===== config.mk =====
export PLATFORM = sky130hd
export DESIGN_NAME = cps_core
export DESIGN_NICKNAME = d
export VERILOG_FILES = /design/src/core/cps_pkg.sv /design/src/core/cps_core.sv
export SDC_FILE = /design/constraint.sdc
export NUM_CORES = 1
export LEC_CHECK = 0
export ABC_CLOCK_PERIOD_IN_PS = 2900
export BUFFER_PORTS_ARGS = -buffer_cell sky130_fd_sc_hd__buf_2
export CORE_UTILIZATION = 50
export CTS_CLUSTER_SIZE = 10
export DETAILED_ROUTE_END_ITERATION = 10
export PLACE_DENSITY_LB_ADDON = 0.2
export SETUP_SLACK_MARGIN = 0.2
export SLEW_MARGIN = 5
export SYNTH_ARGS = -nofsm -noshare
export SYNTH_HDL_FRONTEND = slang
export SYNTH_SLANG_ARGS = --single-unit

===== constraint.sdc =====
create_clock -name clk -period 2.9 [get_ports clk]
set_input_delay 0.435 -clock clk [delete_from_list [all_inputs] [get_ports clk]]
set_output_delay 0.435 -clock clk [all_outputs]
set_load 0.005 [all_outputs]

===== src/core/cps_pkg.sv =====
package cps_pkg;

	localparam int IP_W   = 14;
	localparam int PAGE_W = 6;
	localparam int LOW_W  = 8;
	localparam int DATA_W = 8;

	localparam logic [IP_W-1:0]   IP_RESET  = 14'h0000;
	localparam logic [DATA_W-1:0] RSP_RESET = 8'h00;
	localparam logic [DATA_W-1:0] OSP_RESET = 8'h00;
	localparam logic [DATA_W-1:0] BYTE_ONE  = 8'h01;

	// First saved byte: {carry, zero, ip[13:8]}; second saved byte: ip[7:0]
	localparam int SAVE_CARRY_BIT = 7;
	localparam int SAVE_ZERO_BIT  = 6;

	typedef enum logic [3:0] {
		OP_FLAGS   = 4'h0,
		OP_STEP    = 4'h1,
		OP_PAGE    = 4'h2,
		OP_CALL    = 4'h3,
		OP_INTR    = 4'h4,
		OP_IRET    = 4'h5,
		OP_SRET    = 4'h6,
		OP_PUSH_A  = 4'h7,
		OP_PUSH_X  = 4'h8,
		OP_POP_A   = 4'h9,
		OP_POP_X   = 4'ha,
		OP_LOAD_A  = 4'hb,
		OP_LOAD_X  = 4'hc,
		OP_STORE_A = 4'hd,
		OP_RSP_A   = 4'he,
		OP_SWAP_AX = 4'hf
	} cps_op_t;

	typedef enum logic [1:0] {
		MODE_IMM   = 2'h0,
		MODE_DIR   = 2'h1,
		MODE_INDEX = 2'h2
	} cps_mode_t;

	typedef enum logic [3:0] {
		ST_IDLE    = 4'h0,
		ST_SAVE2   = 4'h1,
		ST_RLO_WT  = 4'h2,
		ST_RLO_CAP = 4'h3,
		ST_RHI_WT  = 4'h4,
		ST_RHI_CAP = 4'h5,
		ST_POP_WT  = 4'h6,
		ST_POP_CAP = 4'h7,
		ST_LD_WT   = 4'h8,
		ST_LD_CAP  = 4'h9
	} cps_state_t;

endpackage


===== src/core/cps_core.sv =====
`timescale 1ns/100ps
module cps_core (
	input  wire logic                         clk,
	input  wire logic                         reset_n,
	input  wire logic                         cmd_valid,
	input  wire cps_pkg::cps_op_t             cmd_op,
	input  wire cps_pkg::cps_mode_t           cmd_mode,
	input  wire logic [cps_pkg::DATA_W-1:0]   cmd_operand,
	input  wire logic [cps_pkg::IP_W-1:0]     cmd_target,
	input  wire logic [cps_pkg::DATA_W-1:0]   mem_rdata,
	output logic                              cmd_ready,
	output logic [cps_pkg::IP_W-1:0]          instruction_pointer,
	output logic [cps_pkg::DATA_W-1:0]        return_stack_pointer,
	output logic [cps_pkg::DATA_W-1:0]        operand_stack_pointer,
	output logic [cps_pkg::DATA_W-1:0]        accumulator,
	output logic [cps_pkg::DATA_W-1:0]        index_reg,
	output logic                              carry_flag,
	output logic                              zero_flag,
	output logic                              int_enable,
	output logic [cps_pkg::DATA_W-1:0]        mem_addr,
	output logic [cps_pkg::DATA_W-1:0]        mem_wdata,
	output logic                              mem_we,
	output logic                              mem_re
);
	import cps_pkg::*;

	typedef struct packed {
		// Sequencing and command port
		cps_state_t        st;
		logic              ready;

		// Architectural state
		logic [IP_W-1:0]   ip;
		logic [DATA_W-1:0] rsp;
		logic [DATA_W-1:0] osp;
		logic [DATA_W-1:0] acc;
		logic [DATA_W-1:0] idx;
		logic              carry;
		logic              zero;
		logic              ie;

		// Data memory port
		logic [DATA_W-1:0] addr;
		logic [DATA_W-1:0] wdata;
		logic              we;
		logic              re;

		// Held across a multi-cycle command
		logic [DATA_W-1:0] save_lo;
		logic [IP_W-1:0]   jump_to;
		logic              is_iret;
		logic              to_x;
	} cps_regs_t;

	cps_regs_t r;
	cps_regs_t next_r;

	// Operand address for direct and indexed modes
	function automatic logic [DATA_W-1:0] operand_address(
		input cps_mode_t         mode,
		input logic [DATA_W-1:0] konst,
		input logic [DATA_W-1:0] xval
	);
		logic [DATA_W-1:0] sum;
		sum = konst + xval;
		if (mode == MODE_INDEX) begin
			operand_address = sum;
		end else begin
			operand_address = konst;
		end
	endfunction

	// First of the two saved bytes: flags plus page bits of the pointer
	function automatic logic [DATA_W-1:0] save_byte_one(
		input logic [IP_W-1:0] ipv,
		input logic            c,
		input logic            z
	);
		logic [DATA_W-1:0] b;
		b = {2'b00, ipv[IP_W-1:LOW_W]};
		b[SAVE_CARRY_BIT] = c;
		b[SAVE_ZERO_BIT] = z;
		save_byte_one = b;
	endfunction

	// One step of an 8-bit pointer; wraps modulo 256
	function automatic logic [DATA_W-1:0] byte_inc(
		input logic [DATA_W-1:0] v
	);
		byte_inc = v + BYTE_ONE;
	endfunction

	function automatic logic [DATA_W-1:0] byte_dec(
		input logic [DATA_W-1:0] v
	);
		byte_dec = v - BYTE_ONE;
	endfunction

	// Commands whose data end is the index register
	function automatic logic to_index(
		input cps_op_t op
	);
		to_index = (op == OP_PUSH_X) || (op == OP_POP_X) || (op == OP_LOAD_X);
	endfunction

	// Loaded byte lands in the index register or the accumulator
	function automatic cps_regs_t put_loaded(
		input cps_regs_t         s,
		input logic [DATA_W-1:0] v
	);
		put_loaded = s;
		if (s.to_x) begin
			put_loaded.idx = v;
		end else begin
			put_loaded.acc = v;
		end
	endfunction

	always_comb begin
		next_r = r;
		next_r.we = 1'b0;
		next_r.re = 1'b0;
		case (r.st)
			ST_IDLE: begin
				if (cmd_valid) begin
					case (cmd_op)
						OP_FLAGS: begin
							next_r.carry = cmd_operand[1];
							next_r.zero = cmd_operand[0];
						end

						OP_STEP: begin
							next_r.ip[LOW_W-1:0] = byte_inc(r.ip[LOW_W-1:0]);
						end

						OP_PAGE: begin
							next_r.ip[IP_W-1:LOW_W] = r.ip[IP_W-1:LOW_W] + 6'h01;
						end

						// First save byte goes out now, the second from ST_SAVE2
						OP_CALL, OP_INTR: begin
							if (cmd_op == OP_INTR) begin
								next_r.ie = 1'b0;
							end
							next_r.addr = r.rsp;
							next_r.wdata = save_byte_one(r.ip, r.carry, r.zero);
							next_r.we = 1'b1;
							next_r.rsp = byte_inc(r.rsp);
							next_r.save_lo = r.ip[LOW_W-1:0];
							next_r.jump_to = cmd_target;
							next_r.ready = 1'b0;
							next_r.st = ST_SAVE2;
						end

						// The low pointer byte sits on top, so it comes back first
						OP_IRET, OP_SRET: begin
							next_r.rsp = byte_dec(r.rsp);
							next_r.addr = byte_dec(r.rsp);
							next_r.re = 1'b1;
							next_r.is_iret = (cmd_op == OP_IRET);
							next_r.ready = 1'b0;
							next_r.st = ST_RLO_WT;
						end

						OP_PUSH_A, OP_PUSH_X: begin
							next_r.osp = byte_dec(r.osp);
							next_r.addr = byte_dec(r.osp);
							next_r.wdata = to_index(cmd_op) ? r.idx : r.acc;
							next_r.we = 1'b1;
						end

						OP_POP_A, OP_POP_X: begin
							next_r.addr = r.osp;
							next_r.re = 1'b1;
							next_r.to_x = to_index(cmd_op);
							next_r.ready = 1'b0;
							next_r.st = ST_POP_WT;
						end

						OP_LOAD_A, OP_LOAD_X: begin
							if (cmd_mode == MODE_IMM) begin
								if (to_index(cmd_op)) begin
									next_r.idx = cmd_operand;
								end else begin
									next_r.acc = cmd_operand;
								end
							end else begin
								next_r.addr = operand_address(cmd_mode, cmd_operand, r.idx);
								next_r.re = 1'b1;
								next_r.to_x = to_index(cmd_op);
								next_r.ready = 1'b0;
								next_r.st = ST_LD_WT;
							end
						end

						// An immediate store names no address, so it is dropped
						OP_STORE_A: begin
							if (cmd_mode != MODE_IMM) begin
								next_r.addr = operand_address(cmd_mode, cmd_operand, r.idx);
								next_r.wdata = r.acc;
								next_r.we = 1'b1;
							end
						end

						OP_RSP_A: begin
							next_r.rsp = r.acc;
						end

						OP_SWAP_AX: begin
							next_r.acc = r.idx;
							next_r.idx = r.acc;
						end

						default: begin
							next_r.ready = 1'b1;
						end
					endcase
				end
			end

			// Second save byte and the jump land in the same cycle
			ST_SAVE2: begin
				next_r.addr = r.rsp;
				next_r.wdata = r.save_lo;
				next_r.we = 1'b1;
				next_r.rsp = byte_inc(r.rsp);
				next_r.ip = r.jump_to;
				next_r.ready = 1'b1;
				next_r.st = ST_IDLE;
			end

			// Read data stands one cycle after the strobe
			ST_RLO_WT: begin
				next_r.st = ST_RLO_CAP;
			end

			ST_RLO_CAP: begin
				next_r.save_lo = mem_rdata;
				next_r.rsp = byte_dec(r.rsp);
				next_r.addr = byte_dec(r.rsp);
				next_r.re = 1'b1;
				next_r.st = ST_RHI_WT;
			end

			ST_RHI_WT: begin
				next_r.st = ST_RHI_CAP;
			end

			// Flags and enable come back only on an interrupt return
			ST_RHI_CAP: begin
				next_r.ip = {mem_rdata[PAGE_W-1:0], r.save_lo};
				if (r.is_iret) begin
					next_r.carry = mem_rdata[SAVE_CARRY_BIT];
					next_r.zero = mem_rdata[SAVE_ZERO_BIT];
					next_r.ie = 1'b1;
				end
				next_r.ready = 1'b1;
				next_r.st = ST_IDLE;
			end

			ST_POP_WT: begin
				next_r.st = ST_POP_CAP;
			end

			ST_POP_CAP: begin
				next_r = put_loaded(next_r, mem_rdata);
				next_r.osp = byte_inc(r.osp);
				next_r.ready = 1'b1;
				next_r.st = ST_IDLE;
			end

			ST_LD_WT: begin
				next_r.st = ST_LD_CAP;
			end

			ST_LD_CAP: begin
				next_r = put_loaded(next_r, mem_rdata);
				next_r.ready = 1'b1;
				next_r.st = ST_IDLE;
			end

			// Unused state codes fall back to an open command port
			default: begin
				next_r.ready = 1'b1;
				next_r.st = ST_IDLE;
			end
		endcase
	end

	always_ff @(posedge clk) begin
		if (!reset_n) begin
			r.st <= ST_IDLE;
			r.ready <= 1'b1;
			r.ip <= IP_RESET;
			r.rsp <= RSP_RESET;
			r.osp <= OSP_RESET;
			r.acc <= '0;
			r.idx <= '0;
			r.carry <= 1'b0;
			r.zero <= 1'b0;
			r.ie <= 1'b0;
			r.addr <= '0;
			r.wdata <= '0;
			r.we <= 1'b0;
			r.re <= 1'b0;
			r.save_lo <= '0;
			r.jump_to <= IP_RESET;
			r.is_iret <= 1'b0;
			r.to_x <= 1'b0;
		end else begin
			r <= next_r;
		end
	end

	assign cmd_ready = r.ready;
	assign instruction_pointer = r.ip;
	assign return_stack_pointer = r.rsp;
	assign operand_stack_pointer = r.osp;
	assign accumulator = r.acc;
	assign index_reg = r.idx;
	assign carry_flag = r.carry;
	assign zero_flag = r.zero;
	assign int_enable = r.ie;
	assign mem_addr = r.addr;
	assign mem_wdata = r.wdata;
	assign mem_we = r.we;
	assign mem_re = r.re;

endmodule


==> summary.txt <==
GRT
  – GRT overflow: 0
  – Largest net degree at the start of global routing: 58
  – Tot GR Track Use: 30.5%
  – Global-route wire length before repair: 35800 µm
  – Initial antenna violation count: 1
  – Number of global-route vias before repair: 6449

CTS
  – # clock sinks: 96
  – CTS buffer count: 9
  – # hold bufs at CTS: 0
  – Worst skew pair latency: 0.36 ns
  – CTS max path bufs: 2
  – Root buffer cell: clkbuf_16
  – H-tree lvl count: 3
  – Reg clk slew, reported paths: ~0.080 ns
  – CTS tree: built

Yosys
  – Post-synthesis mux area share: 4.72%
  – Cell area after synthesis: 7370 µm²
  – Post-synth top area share: 26.1%
  – Synth Area in Compound Gates: 32.2%
  – Post-synthesis sequential area ratio: 26.1%
  – Yosys warnings: 0
  – Asr flop ratio synth: 0%
  – Post-Syn Instances: about 970
  – Leading area contributor after synthesis: dfxtp_1
  – Syn nets: 1024
  – Syn_area_per_cell: approximately 7.6 µm²
  – Adder-Cell Fraction of Synth Area: 2.48%
  – Most common cell in the netlist: nand2_1
  – Largest family of logic cells by synthesized area: compound AO/OA/AOI/OAI gates
  – XOR/XNOR share of the synthesized area: under 10%
  – Seq cells post-synth: 96
  – Synth top area cells: dfxtp_1, buf_4, a21oi_1, nand2_1, o21ai_0
  – Synth cell count leaders: nand2_1, dfxtp_1, nor2_1
  – Synth unique cells: approximately 80
  – Post-synth EDFFs: 0
  – Dominant synthesized flop cell: dfxtp_1
  – Simple-Gate Fraction of Synth Area: 20.0%

Drt
  – Drc violations: 0
  – Drt total wl: 23100 µm
  – Antenna Nets Post-Route: 0
  – Routed vias: between 7000 and 8000
  – DRT Pass-1 Iters: 5
  – DR WL/cell: 19.7 µm
  – Drt via density: around 6.4
  – Initial DRC count: 1072

Cells and area
  – Largest Register: r
  – Fillers: 1372
  – P&R area growth vs syn: 6.88%
  – Layout cells sized above 1: 20.3%
  – Ant. Diodes: 0
  – Layout net count: slightly above 1000
  – Total area of sequential cells: 1920 µm²
  – Largest register FFs: 28
  – Area occupied by multi-input gates: 4590 µm²

STA
  – Headroom to the max-slew limit: about 35%
  – Slew Limit Fails: 0
  – Worst-Margin Slew: 0.980 ns
  – Clock skew: 0.0161 ns
  – RSZ-0062 raised after global routing: no
  – Setup TNS: 0 ns
  – Tcrit/Tclk final: between 80% and 90%
  – Setup violators final: 0
  – Final hold slack: ~0.31 ns
  – Period minus WS final: 2.48 ns
  – Final Hold Fails: 0
  – F_max: around 0.40 GHz

Worst setup path
  – Worst Path Arrival: 2.72 ns
  – CP Max Fanout: 8
  – CP endpoint kind: flip-flop
  – Reg2reg end: mem_addr[6]$_SDFFE_PN0P_
  – Flop2flop setup slack: 0.42 ns
  – Worst endpoint required time: 3.14 ns
  – Startpoint types: flip-flop
  – Cells on worst reg2reg path: 8
  – Crit path launch: operand_stack_pointer[0]$_SDFFE_PN0P_
  – Kind of critical path: flip-flop to flip-flop
  – Worst r2r src: operand_stack_pointer[0]$_SDFFE_PN0P_

Floorplan
  – # IOs: 107
  – Die area: 15200 µm²
  – Die H: 123 µm
  – Rows: between 40 and 50
  – Initial Util: 52.1%
  – Core area: 14100 µm²
  – Die Wd: 123 µm

Pwr
  – Overall Power: 3570 µW
  – P_leak: roughly 0.0029 µW
  – Max VDD drop: around 0.32 mV
  – Pwr per Cell Area: 454 nW/µm²

Job
  – Max_cap viols: 0

Run status
  – Status: finished clean

Placement
  – RePlAce Congestion: roughly 0.9
  – IO Port Bufs: between 100 and 150
  – Dpl hpwl: 16800 µm

Min path
  – Worst hold start: cmd_target[0]
  – Worst hold path endpoint: r[2]$_SDFFE_PN0P_
  – Hold depth: 3
  – HP Class: primary input to flip-flop
-- cells in the final DEF (no fill, tap or decap), types with 6 or more instances in the layout --
cell       synthesis  layout
buf_2             22     106
nand2_1          103     103
dfxtp_1           96      96
nor2_1            90      90
a21oi_1           88      88
o21ai_0           68      68
buf_4             67      32
a211oi_1          29      29
a31oi_1           29      29
a22oi_1           29      29
mux2i_1           19      19
inv_1             17      17
mux2_2            14      14
nor2b_1           13      13
xor2_1            13      13
nand3_1           13      13
nor3_1            16      13
ha_1              13      13
nor3b_1           12      12
a221o_1           12      12
a22o_1            10      10
a221oi_1           9       9
xnor2_1            9       9
clkbuf_16          0       9
o21a_1             8       8
o22ai_1            8       8
nand2b_1           7       7
and3_1             7       7
a21o_1             7       7
o211ai_1           6       6
-- worst max-delay path: stages (launching register included) --
cell and delay [ns]:
dfxtp_1 0.40, inv_1 0.13, ha_1 0.27, or3b_2 0.51
nor3_2 0.17, o22ai_1 0.11, a221o_1 0.36, a211oi_1 0.28
a211oi_1 0.12
-- cell families (layout without fill, tap and decap cells) --
| logic type | Yosys count | count (layout) |
|---|---|---|
| XOR/XNOR | 22 | 22 |
| flip-flops | 96 | 96 |
| AO/OA/AOI/OAI | 351 | 351 |
| buffers and inverters | 155 | 172 |
| multiplexers | 33 | 33 |
| adder cells (fa/ha/maj) | 14 | 14 |
| AND/OR/NAND/NOR | 300 | 300 |
-- worst max-delay path by stage --
stage                               end  slack [ns]  depth (start not counted)
2_1_floorplan  mem_addr[6]$_SDFFE_PN0P_        0.73                          8
3_3_place_gp   mem_addr[6]$_SDFFE_PN0P_        0.36                          9
3_5_place_dp   mem_addr[6]$_SDFFE_PN0P_        0.33                          9
4_1_cts        mem_addr[6]$_SDFFE_PN0P_        0.39                          8
5_1_grt        mem_addr[6]$_SDFFE_PN0P_        0.29                          8
6_report       mem_addr[6]$_SDFFE_PN0P_        0.42                          8
-- per-layer routing --
metal / GRT usage (%) / vias to the layer above / wire length [µm]
met5: 0 / - / 0
met4: 7.23 / 0 / 398
met3: 5.90 / 40 / 1940
met2: 46.2 / 372 / 10100
met1: 44.2 / 3523 / 10600
li1: - / 3534 / -
-- what timing repair did --
action                                  CTS  global route
endpoints found under the setup margin    0             1
gates resized for setup                   0             1
setup buffers                             0             0
-- through the flow --
step	util (%)	instance area [µm²]	setup slack, ns	cells
2_1_floorplan	-	7370	0.731	971
3_3_place_gp	53.6	7590	0.361	1153
3_5_place_dp	53.6	7590	0.333	1153
4_1_cts	55.6	7870	0.391	1168
5_1_grt	55.6	7870	0.292	1168
6_report	55.6	7870	0.423	1168
-- where the power goes --
group          internal (µW)  switching (µW)
registers               1380             101
clock network            593             586
logic                    363             551
total                   2330            1240
-- final cells by class --
type,count,area share [%]
clock buffer,9,2.86
timing repair buffer,139,10.0
multi-input combinational,720,58.3
tap,180,2.86
inverter,18,0.858
clock inverter,6,0.699
sequential,96,24.4
Note: power is estimated with default switching activity, not from simulation.
